--- config.mk ---
export PLATFORM = sky130hd
export DESIGN_NAME = i2c_eeprom_slave_interface
export DESIGN_NICKNAME = d
export VERILOG_FILES = /design/src/pin_sync3.v /design/src/skid_buffer2.v /design/src/i2c_eeprom_slave_interface.v
export VERILOG_INCLUDE_DIRS = /design/src /design/src/src
export SDC_FILE = /design/constraint.sdc
export NUM_CORES = 1
export LEC_CHECK = 0
export BUFFER_PORTS_ARGS = -buffer_cell sky130_fd_sc_hd__buf_2
export CORE_AREA = 2 2 111 113
export DETAILED_ROUTE_END_ITERATION = 8
export DIE_AREA = 0 0 113 115
export PLACE_DENSITY = 0.68
export SYNTH_ARGS = -nofsm -noshare
export SYNTH_HDL_FRONTEND = slang
export SYNTH_SLANG_ARGS = --single-unit
--- constraint.sdc ---
create_clock -name CLK_SYS -period 8.1 [get_ports CLK_SYS]
set_clock_uncertainty 0.2 [all_clocks]
set_input_delay 0.405 -clock CLK_SYS [delete_from_list [all_inputs] [get_ports CLK_SYS]]
set_output_delay 0.405 -clock CLK_SYS [all_outputs]
set_load 0.1 [all_outputs]
--- src/i2c_eeprom_defines.vh ---
`ifndef I2C_EEPROM_DEFINES_VH
`define I2C_EEPROM_DEFINES_VH

// ==========================================================
// clock and timing
// ==========================================================
`define CLK_PERIOD_NS 10
// internal programming time in ns; plain default, shorten via parameter
`define INTERNAL_PROGRAM_TIME_NS 5000000
// same time in clock cycles, sized to the busy counter (time / clock period)
`define PROG_CYCLES 20'h7a120
`define PROG_CNT_W 20

// ==========================================================
// select byte layout
// ==========================================================
`define SEL_TYPE_MSB 7
`define SEL_TYPE_LSB 4
`define SEL_STRAP_HIGH_BIT 3
`define SEL_STRAP_LOW_BIT 2
`define SEL_TOP_ADDR_BIT 1
`define SEL_DIR_BIT 0
// device-type code; value is arbitrary
`define DEV_TYPE_DEFAULT 4'h5

// ==========================================================
// byte framing and array
// ==========================================================
`define BITS_PER_BYTE 4'h8
`define ADDR_WIDTH 9
`define PAGE_BITS 4
`define DATA_WIDTH 8
`define ADDR_RESET 9'h000

`endif

--- src/pin_sync3.v ---
// ==========================================================
// three-stage synchroniser with agreement filter
// ==========================================================
module pin_sync3 #(
	parameter WIDTH = 1
) (
	input wire clk, // sampling clock
	input wire rst, // synchronous reset
	input wire [WIDTH-1:0] async_in, // pins from outside
	input wire [WIDTH-1:0] reset_level, // level taken during reset
	output wire [WIDTH-1:0] sync_out // filtered level
);
	reg [WIDTH-1:0] stage1;
	reg [WIDTH-1:0] stage2;
	reg [WIDTH-1:0] stage3;
	reg [WIDTH-1:0] level;
	genvar i;
	generate
		for (i = 0; i < WIDTH; i = i + 1) begin : g_bit
			always @(posedge clk) begin
				if (rst) begin
					// pins leave reset at their idle level, so no false edge follows reset
					stage1[i] <= reset_level[i];
					stage2[i] <= reset_level[i];
					stage3[i] <= reset_level[i];
					level[i] <= reset_level[i];
				end else begin
					stage1[i] <= async_in[i];
					stage2[i] <= stage1[i];
					stage3[i] <= stage2[i];
					// stage1 is read only by stage2; a change counts once 2 and 3 agree
					if (stage2[i] == stage3[i])
						level[i] <= stage3[i];
				end
			end
		end
	endgenerate
	assign sync_out = level;
endmodule // pin_sync3

--- src/skid_buffer2.v ---
// ==========================================================
// two-entry buffer, registered head as output
// ==========================================================
module skid_buffer2 #(
	parameter WIDTH = 8
) (
	input wire clk, // clock
	input wire rst, // synchronous reset
	input wire in_valid, // producer offers a word
	output wire in_ready, // room for a word
	input wire [WIDTH-1:0] in_data, // producer word
	output reg out_valid, // head holds a word
	input wire out_ready, // consumer takes head
	output reg [WIDTH-1:0] out_data // head word
);
	reg [WIDTH-1:0] tail;
	reg tail_valid;
	wire pop = out_valid & out_ready;
	wire push = in_valid & ~tail_valid;
	assign in_ready = ~tail_valid;
	always @(posedge clk) begin
		if (rst) begin
			out_valid <= 1'b0;
			tail_valid <= 1'b0;
			out_data <= {WIDTH{1'b0}};
			tail <= {WIDTH{1'b0}};
		end else if (pop) begin
			if (tail_valid) begin
				out_data <= tail;
				tail_valid <= 1'b0;
			end else if (push) begin
				out_data <= in_data;
			end else begin
				out_valid <= 1'b0;
			end
		end else if (push) begin
			if (!out_valid) begin
				out_data <= in_data;
				out_valid <= 1'b1;
			end else begin
				tail <= in_data;
				tail_valid <= 1'b1;
			end
		end
	end
endmodule // skid_buffer2

--- src/i2c_eeprom_slave_interface.v ---
`include "i2c_eeprom_defines.vh"

// Summary of operation
// - sample data on each serial clock rise
// - data pin only pulled low or released
// - start is data fall while clock high
// - ignore traffic until a start is seen
// - stop is data rise while clock high
// - stop after read no-ack means standby
// - receiver pulls data low in ninth slot
// - select byte msb first, fixed field layout
// - respond only when select bits match straps
// - select bit b1 is top address bit
// - direction bit one reads, zero writes
// - ack on match, else standby until start
// - protected upper half: no data ack, no write
// - unconnected write protect counts as low; no internal pull-down, the board must supply it
// - write: ack select, ack address, await data
// - program only on stop in tenth slot
// - busy programming: ignore bus entirely
// - reset brings block up in standby
// - sample protect from start to address end
// - page write wraps low four address bits
// - read address increments, wraps to zero
// - read no-ack in ninth slot ends transfer
module i2c_eeprom_slave_interface #(
	parameter [`PROG_CNT_W-1:0] PROG_CYCLES = `PROG_CYCLES,
	parameter [3:0] DEV_TYPE = `DEV_TYPE_DEFAULT // arbitrary code
) (
	input wire CLK_SYS, // system clock
	input wire RST, // synchronous reset, active high
	input wire SCL_IN, // serial clock pin
	input wire SDA_IN, // serial data pin level
	output reg SDA_OUT, // serial data drive value, always low
	output reg SDA_OE_N, // low while pulling data low
	input wire SELECT_STRAP_LOW, // strap compared with b2
	input wire SELECT_STRAP_HIGH, // strap compared with b3
	input wire UPPER_HALF_WRITE_PROTECT, // high protects upper half
	output reg [`ADDR_WIDTH-1:0] RD_ADDR, // array address counter
	input wire [`DATA_WIDTH-1:0] RD_DATA, // array byte at RD_ADDR
	output wire WR_VALID, // buffered write byte ready
	input wire WR_READY, // array latches take the byte
	output wire [`ADDR_WIDTH-1:0] WR_ADDR, // latch address
	output wire [`DATA_WIDTH-1:0] WR_DATA, // latch data
	output reg LATCH_CLEAR, // pulse: new write data phase
	output reg PROG_START, // pulse: commit latches to array
	output reg BUSY, // programming cycle in progress
	output reg SELECTED // high from a start until standby, low while busy
);
	// ==========================================================
	// states
	// ==========================================================
	localparam [4:0] ST_IDLE = 5'h01;
	localparam [4:0] ST_DEVSEL = 5'h02;
	localparam [4:0] ST_ADDR = 5'h04;
	localparam [4:0] ST_WDATA = 5'h08;
	localparam [4:0] ST_RDATA = 5'h10;

	// ==========================================================
	// pin synchronisation
	// ==========================================================
	wire [4:0] pins_sync;
	pin_sync3 #(
		.WIDTH(5)
	) u_sync (
		.clk(CLK_SYS),
		.rst(RST),
		.async_in({UPPER_HALF_WRITE_PROTECT, SELECT_STRAP_HIGH, SELECT_STRAP_LOW, SDA_IN, SCL_IN}),
		.reset_level(5'h03),
		.sync_out(pins_sync)
	);
	wire scl = pins_sync[0];
	wire sda = pins_sync[1];
	wire strap_low = pins_sync[2];
	wire strap_high = pins_sync[3];
	// a floating protect pin must be pulled down on the board side; low means writable
	wire wp_pin = pins_sync[4];

	// ==========================================================
	// bus condition detection
	// ==========================================================
	reg scl_d;
	reg sda_d;
	wire scl_rise = scl & ~scl_d;
	wire scl_fall = ~scl & scl_d;
	wire start_seen = scl & scl_d & sda_d & ~sda;
	wire stop_seen = scl & scl_d & ~sda_d & sda;

	// ==========================================================
	// write byte buffer
	// ==========================================================
	reg push_valid;
	reg [`ADDR_WIDTH+`DATA_WIDTH-1:0] push_word;
	wire buf_ready;
	skid_buffer2 #(
		.WIDTH(`ADDR_WIDTH + `DATA_WIDTH)
	) u_buf (
		.clk(CLK_SYS),
		.rst(RST),
		.in_valid(push_valid),
		.in_ready(buf_ready),
		.in_data(push_word),
		.out_valid(WR_VALID),
		.out_ready(WR_READY),
		.out_data({WR_ADDR, WR_DATA})
	);

	// ==========================================================
	// select byte decode
	// ==========================================================
	function select_match;
		input [7:0] sel;
		input s_high;
		input s_low;
		input [3:0] dtype;
		begin
			select_match = (sel[`SEL_TYPE_MSB:`SEL_TYPE_LSB] == dtype) &&
				(sel[`SEL_STRAP_HIGH_BIT] == s_high) && (sel[`SEL_STRAP_LOW_BIT] == s_low);
		end
	endfunction

	// ==========================================================
	// bit slot decode
	// ==========================================================
	// the ninth slot follows eight data rises; used on both clock edges
	function byte_done;
		input [3:0] cnt;
		begin
			byte_done = (cnt == `BITS_PER_BYTE);
		end
	endfunction

	// ==========================================================
	// protocol engine
	// ==========================================================
	reg [4:0] state;
	reg [3:0] bit_cnt;
	reg [7:0] shreg;
	reg read_dir;
	reg ack_phase;
	reg ack_given;
	reg acked_data;
	reg wp_seen;
	reg prog_req;
	reg [`PROG_CNT_W-1:0] busy_cnt;
	// bus is deaf while a commit waits for the buffer to drain or programming runs
	wire bus_deaf = BUSY | prog_req;
	wire [`ADDR_WIDTH-1:0] next_addr = RD_ADDR + 9'h001;
	wire protected_target = RD_ADDR[`ADDR_WIDTH-1] & wp_seen;

	always @(posedge CLK_SYS) begin
		if (RST) begin
			// edge history starts at the idle-high bus levels
			scl_d <= 1'b1;
			sda_d <= 1'b1;
			state <= ST_IDLE;
			bit_cnt <= 4'h0;
			shreg <= 8'h00;
			read_dir <= 1'b0;
			ack_phase <= 1'b0;
			ack_given <= 1'b0;
			acked_data <= 1'b0;
			wp_seen <= 1'b0;
			prog_req <= 1'b0;
			busy_cnt <= {`PROG_CNT_W{1'b0}};
			push_valid <= 1'b0;
			push_word <= {(`ADDR_WIDTH + `DATA_WIDTH){1'b0}};
			SDA_OUT <= 1'b0;
			SDA_OE_N <= 1'b1;
			RD_ADDR <= `ADDR_RESET;
			LATCH_CLEAR <= 1'b0;
			PROG_START <= 1'b0;
			BUSY <= 1'b0;
			SELECTED <= 1'b0;
		end else begin
			scl_d <= scl;
			sda_d <= sda;
			SDA_OUT <= 1'b0;
			push_valid <= 1'b0;
			LATCH_CLEAR <= 1'b0;
			PROG_START <= 1'b0;
			SELECTED <= (state != ST_IDLE) && !bus_deaf;
			// the commit waits until every latched byte has left the buffer
			if (prog_req && !WR_VALID && !push_valid) begin
				prog_req <= 1'b0;
				PROG_START <= 1'b1;
				BUSY <= 1'b1;
				busy_cnt <= PROG_CYCLES - 20'h00001;
			end else if (BUSY) begin
				if (busy_cnt == {`PROG_CNT_W{1'b0}})
					BUSY <= 1'b0;
				else
					busy_cnt <= busy_cnt - 20'h00001;
			end
			if (state == ST_DEVSEL || state == ST_ADDR)
				wp_seen <= wp_seen | wp_pin;
			if (bus_deaf) begin
				state <= ST_IDLE;
				SDA_OE_N <= 1'b1;
				ack_phase <= 1'b0;
			end else if (start_seen) begin
				// repeated start also lands here and restarts select decode
				state <= ST_DEVSEL;
				bit_cnt <= 4'h0;
				ack_phase <= 1'b0;
				acked_data <= 1'b0;
				wp_seen <= wp_pin;
				SDA_OE_N <= 1'b1;
			end else if (stop_seen) begin
				if (state == ST_WDATA && acked_data)
					prog_req <= 1'b1;
				state <= ST_IDLE;
				SDA_OE_N <= 1'b1;
				ack_phase <= 1'b0;
				acked_data <= 1'b0;
			end else if (state != ST_IDLE) begin
				if (scl_rise) begin
					// acked_data survives the tenth slot's rise, which a stop also carries
					if (!byte_done(bit_cnt)) begin
						shreg <= {shreg[6:0], sda};
						bit_cnt <= bit_cnt + 4'h1;
					end else begin
						bit_cnt <= 4'h0;
						if (state == ST_RDATA) begin
							RD_ADDR <= next_addr;
							if (sda)
								state <= ST_IDLE;
						end
					end
				end else if (scl_fall) begin
					// a stop only commits until the tenth slot's clock falls
					acked_data <= 1'b0;
					if (byte_done(bit_cnt) && !ack_phase) begin
						ack_phase <= 1'b1;
						ack_given <= 1'b0;
						SDA_OE_N <= 1'b1;
						case (state)
							ST_DEVSEL: begin
								if (select_match(shreg, strap_high, strap_low, DEV_TYPE)) begin
									SDA_OE_N <= 1'b0;
									RD_ADDR[`ADDR_WIDTH-1] <= shreg[`SEL_TOP_ADDR_BIT];
									read_dir <= shreg[`SEL_DIR_BIT];
								end else begin
									state <= ST_IDLE;
								end
							end
							ST_ADDR: begin
								SDA_OE_N <= 1'b0;
								RD_ADDR[`ADDR_WIDTH-2:0] <= shreg;
							end
							ST_WDATA: begin
								// a full buffer refuses the byte with no-ack rather than dropping it
								if (!protected_target && buf_ready) begin
									SDA_OE_N <= 1'b0;
									ack_given <= 1'b1;
									push_valid <= 1'b1;
									push_word <= {RD_ADDR, shreg};
									RD_ADDR[`PAGE_BITS-1:0] <= RD_ADDR[`PAGE_BITS-1:0] + 4'h1;
								end
							end
							ST_RDATA: begin
								SDA_OE_N <= 1'b1;
							end
							default: begin
								state <= ST_IDLE;
							end
						endcase
					end else if (ack_phase) begin
						ack_phase <= 1'b0;
						SDA_OE_N <= 1'b1;
						case (state)
							ST_DEVSEL: begin
								if (read_dir) begin
									state <= ST_RDATA;
									shreg <= RD_DATA;
									SDA_OE_N <= RD_DATA[7];
								end else begin
									state <= ST_ADDR;
								end
							end
							ST_ADDR: begin
								state <= ST_WDATA;
								LATCH_CLEAR <= 1'b1;
							end
							ST_WDATA: begin
								acked_data <= ack_given;
							end
							ST_RDATA: begin
								shreg <= RD_DATA;
								SDA_OE_N <= RD_DATA[7];
							end
							default: begin
								state <= ST_IDLE;
							end
						endcase
					end else if (state == ST_RDATA) begin
						SDA_OE_N <= shreg[7];
					end
				end
			end
		end
	end
endmodule // i2c_eeprom_slave_interface

-- Yosys cells after proc, flatten, opt, wreduce, memory -nomap -nowiden
Index checks and enable logic that the tools add are counted.
- register bits: 133
- latch bits: 0
- memory bits (writable): 0
- ROM bits: 0
- input bits: 16
- logic and storage cells: 256
- memories: 0
- add/sub/neg operators: 4
- multiply operators: 0
- div/mod/pow operators: 0
- order comparisons: 0
- eq/ne operators: 36
- shifts and indexed selects: 0
- mux-type cells: 80
- bitwise operators: 27
- reductions and logical operators: 61
- operators by type and width (cell ; number):
    17-bit two-way mux ; 5
    19-bit two-way mux ; 3
    8-bit two-way mux ; 6
    5-bit two-way mux ; 9
    9-bit two-way mux ; 5
    9-bit AND reduction ; 5
    1-bit two-way mux ; 36
    10-bit AND reduction ; 3
    4-bit two-way mux ; 7
    2-bit nonzero test ; 11
    20-bit zero test ; 1
    20-bit by 1-bit subtractor with 20-bit output (second input constant) ; 1
    3-bit nonzero test ; 6
    8-bit case mux with 2 select lines ; 1
    1-bit NOT ; 15
    5-bit case mux with 3 select lines ; 1
    2-bit inequality test (second input constant) ; 7
    4-bit by 1-bit inequality test with 1-bit output (second input constant) ; 3
    3-bit AND reduction ; 4
    4-bit AND reduction ; 3
    1-bit AND ; 10
    5-bit by 1-bit inequality test with 1-bit output (second input constant) ; 2
    5-bit case mux with 2 select lines ; 1
    9-bit by 1-bit adder with 9-bit output (second input constant) ; 1
    other kinds (32) ; 62

-- Logic depth before layout (Yosys ltp)
- word-level depth: 11
- depth in mapped cells: 9

-- By module
Synthesis repeated with hierarchy kept, for this count alone.
- cell total of the unflattened synthesis: 789
- area total of the unflattened synthesis: 6392.4 sq um
- by module, submodules not included (module ; times used ; cells an instance ; area an instance (sq um)):
    i2c_eeprom_slave_interface ; 1 ; 490 ; 3966.3
    skid_buffer2 ; 1 ; 221 ; 1689.1
    pin_sync3 ; 1 ; 78 ; 737.0

-- Worst setup path before layout
OpenSTA, ideal clock, no wires.
- path type: flip-flop to flip-flop
- start point: register BUSY
- end point: register push_word[8]
- setup time: 128 ps
- arrival: 2580 ps
- path slack: 5193 ps
- cell stages (with the launch flop): 8
- buffers on the path: 1
- cells stage by stage: dfxtp_1 > nor2_1 > a21boi_0 > nand3_1 > nor2_2 > buf_4 > mux2i_1 > nor2_1
- longest elaborated chain between the ends: 3
- RTL lines (item ; RTL line ; source):
    start: declaration ; i2c_eeprom_slave_interface.v:47 ; output reg BUSY,
    start signal: assignment ; i2c_eeprom_slave_interface.v:173 ; BUSY <= 1'b0;
    start signal: assignment ; i2c_eeprom_slave_interface.v:187 ; BUSY <= 1'b1;
    start signal: assignment ; i2c_eeprom_slave_interface.v:191 ; BUSY <= 1'b0;
    1-bit OR ; i2c_eeprom_slave_interface.v:147 ; wire bus_deaf = BUSY | prog_req;
    1-bit NOT (no source line) ; -- ;
    9-bit AND reduction (no source line) ; -- ;
    end signal: assignment ; i2c_eeprom_slave_interface.v:167 ; push_word <= {(`ADDR_WIDTH + `DATA_WIDTH){1'b0}};
    end signal: assignment ; i2c_eeprom_slave_interface.v:257 ; push_word <= {RD_ADDR, shreg};
    end: declaration ; i2c_eeprom_slave_interface.v:93 ; reg [`ADDR_WIDTH+`DATA_WIDTH-1:0] push_word;
Every way passes these cells.
A chain may end at the register's enable or synchronous reset.

-- Worst setup path in the final report
- start point: register BUSY
- end point: register push_word[13]
Same word-level chain as after synthesis.

==> flow_summary.toml <==
[worst_setup_path]
critPathKind = "reg2reg"
endpoint_kind = "flop"
slowest_stage = "nor2_2"
cp_top_family = "simple AND/OR/NAND/NOR gates"
path_buf_inv = 0
crit_path_frequent_cell = "nor2_1"
path_cells = "nor2_1 -> a21boi_0 -> nand3_1 -> nor2_2 -> mux2i_1 -> nor2_1"
regToRegSetupSlack_ns = 4.97
cp_max_fo = 18
cp_num_cells = 6
cp_data_arrival_time_ns = 3.19
cp-start-kind = "flop"
reg2reg_depth = 6
cpPeakStageDelay_ns = 0.96
crit_required_ns = 8.16

[final_layout]
diodes = 0
mostFrequentLayoutCell = "dfxtp_1"
nets = 733
area_delta_synth_final_pct = 16.2
nFillCells = 1084
final_cell_mix = "dfxtp_1, nor2_1, nand2_1, a21oi_1, buf_2"
fin_cells = 869
drive_gt1_share_pct = 13.6

[pwr]
ir_drop_uv = 155
p_sw_uw = 300
p_int_uw = 1100
cellPowerDensity_mw_per_mm2 = 209
pwr-share-seq_pct = 46.9
p_clk_share_pct = 51.3
p_leak_uw = 0.00256
swShare_pct = 21.4
comb_power_share_pct = 1.8

[floorplanning]
die-area_mm2 = 0.0130
rows = 40
die_h_um = 115
ioPinCount = 49
dieWidth_um = 113
start_util_pct = 49.1
core-area_mm2 = 0.0118

[grt]
grtUsageTotal_pct = 21.2
grt_pass1_wl_um = 22000
grt_max_degree = 86
antenna_found_initial = 0
grt_pass1_vias = 4452
grt.overflow.total = 0

[route]
first_pass_iters = 7
vias_per_cell = 5.55
drt-initial-drc-count = 267
wirelength_um = 13100
via_count = 4821
antenna_left = 0
drc = 2
wl_per_cell_um = 15.0

[clock_network]
cts.clk_slew.worst_paths_ns = 0.06
cts.sinks = 133
cts_buffer_depth = 2
postCtsSetupBuffers = 0
cts_root_buf = "clkbuf_16"
htree_levels = 4
numCtsBuffers = 17
clk_latency_ns = 0.42
cts_tree = "yes"

[synth]
synth_cell_type_count = 55
syn_inst = 667
synthArstFlopShare_pct = 0
synth_edf_count = 0
ys_ff_latch = 133
seq_area_frac_synth_pct = 45.9
syn_area_per_cell_um2 = 8.69
synth_flop_cell = "dfxtp_1"
syn_nets = 691
synth_warnings = 0
syn_area_mm2 = 0.00580

[timing]
setup_tns_ns = 0
layout_min_cycle_time_ns = 3.13
slew_headroom_pct = 23.4
period_share_pct = 38.7
tightest_slew_ns = 1.15
fmax_mhz = 319
finalSetupViolCount = 0
drv_slew = 0
hold_viol_final = 0
rsz0062_at_grt = "no"

[place]
place_inst = 832
port_buffers = 47
gp_congestion = 0.867
dp_hpwl_um = 9030

[run_status]
status = "finished with violations"
violations = "DRC"

[hold_path]
hold_depth = 2
hp-class = "in2reg"

[run]
cap_violations = 0
state kept, by name (all words and copies together), names as in the netlist, 4 cells and up:
register         count
RD_ADDR              9
u_sync.stage1        5
u_buf.out_data      17
state                5
busy_cnt            20
shreg                8
u_sync.stage3        5
push_word           17
u_sync.sync_out      5
u_buf.tail          17
bit_cnt              4
u_sync.stage2        5
per-layer routing:
layer,vias up,share of wire [%],track usage (%)
met3,12,4.2,5.32
li1,2440,-,-
met2,100,47,34.1
met5,-,0,0
met1,2269,47,28.0
met4,0,1.1,7.07
cell type report:
type	count	area (um^2)	area share, %
clock buffers	21	460	6.83
inverters	15	56.3	0.836
multi-input cells	486	2950	43.8
clock inverters	11	103	1.52
well taps	147	184	2.73
flip-flops and latches	133	2660	39.5
repair buffers	56	318	4.72
cell families after synthesis:
kind of cell             count (synthesis)  share of synthesized area, %
AO/OA/AOI/OAI                          153                          16.2
XOR/XNOR                                20                          3.02
adder cells (fa/ha/maj)                  8                          1.73
buffers and inverters                   48                          3.24
flip-flops                             133                          45.9
multiplexers                            46                          7.96
other                                    1                        0.0647
AND/OR/NAND/NOR                        258                          21.9
per-stage QoR:
step / utilization (%) / hold slack, ns / setup WS (ns) / total power [uW] / instance area (um^2)
2_1_floorplan: - / 0.189 / 5.19 / 689 / 5800
3_3_place_gp: 51.9 / 0.207 / 5.18 / 697 / 6120
3_5_place_dp: 51.9 / 0.201 / 5.01 / 697 / 6120
4_1_cts: 57.0 / 0.0271 / 4.99 / 1420 / 6740
5_1_grt: 57.0 / 0.0703 / 4.72 / 1450 / 6740
6_report: 57.0 / 0.0430 / 4.97 / 1410 / 6740
repair_timing:
action,4_1_cts,5_1_grt
gates resized for setup,0,0
hold buffers,5,0
endpoints found under the hold margin,5,0
cell usage after synthesis (2+ instances only):
master / count / area share [%]
or3_1: 12 / 1.3
clkbuf_1: 25 / 1.6
a211oi_1: 29 / 3.8
a21oi_1: 62 / 5.4
o21bai_1: 5 / 0.65
nor4bb_1: 2 / 0.35
nor2b_1: 17 / 1.8
xor2_1: 5 / 0.76
ha_1: 8 / 1.7
o31ai_1: 5 / 0.65
nor3b_1: 3 / 0.39
dfxtp_1: 133 / 46
nand3b_1: 3 / 0.39
and2_1: 2 / 0.22
nor3_1: 14 / 1.2
a21o_1: 2 / 0.26
o211ai_1: 2 / 0.26
xnor2_1: 15 / 2.3
buf_4: 2 / 0.26
nand2b_1: 5 / 0.54
a31oi_1: 4 / 0.43
o21ai_0: 26 / 2.2
buf_1: 6 / 0.39
nand2_1: 62 / 4.0
o31a_1: 3 / 0.45
and3_1: 4 / 0.43
nand4b_1: 2 / 0.30
nor2_1: 82 / 5.3
nand3_1: 17 / 1.5
a22oi_1: 3 / 0.39
mux2i_1: 45 / 7.8
inv_1: 15 / 0.97
or2_2: 9 / 0.97
or4_1: 5 / 0.65
or3_4: 2 / 0.39
nor4_1: 10 / 1.1
o21a_1: 3 / 0.39
final timing paths:
check | startpoint | endpoint
worst min register to register | u_sync.stage1[1] | u_sync.stage2[1]
worst min-delay path | WR_READY | u_buf.tail_valid
worst max-delay path | BUSY | push_word[13]
worst max register to register | BUSY | push_word[13]
power groups by stage:
stage / clock network (uW) / registers (uW) / logic, uW
after floorplan: 0 / 673 / 16.7
after global placement: 0 / 673 / 23.6
after detailed placement: 0 / 673 / 24.1
after CTS: 737 / 659 / 26.0
after global routing: 763 / 659 / 28.4
final: 721 / 659 / 25.9
No activity file was read; power rests on OpenSTA's default activity.
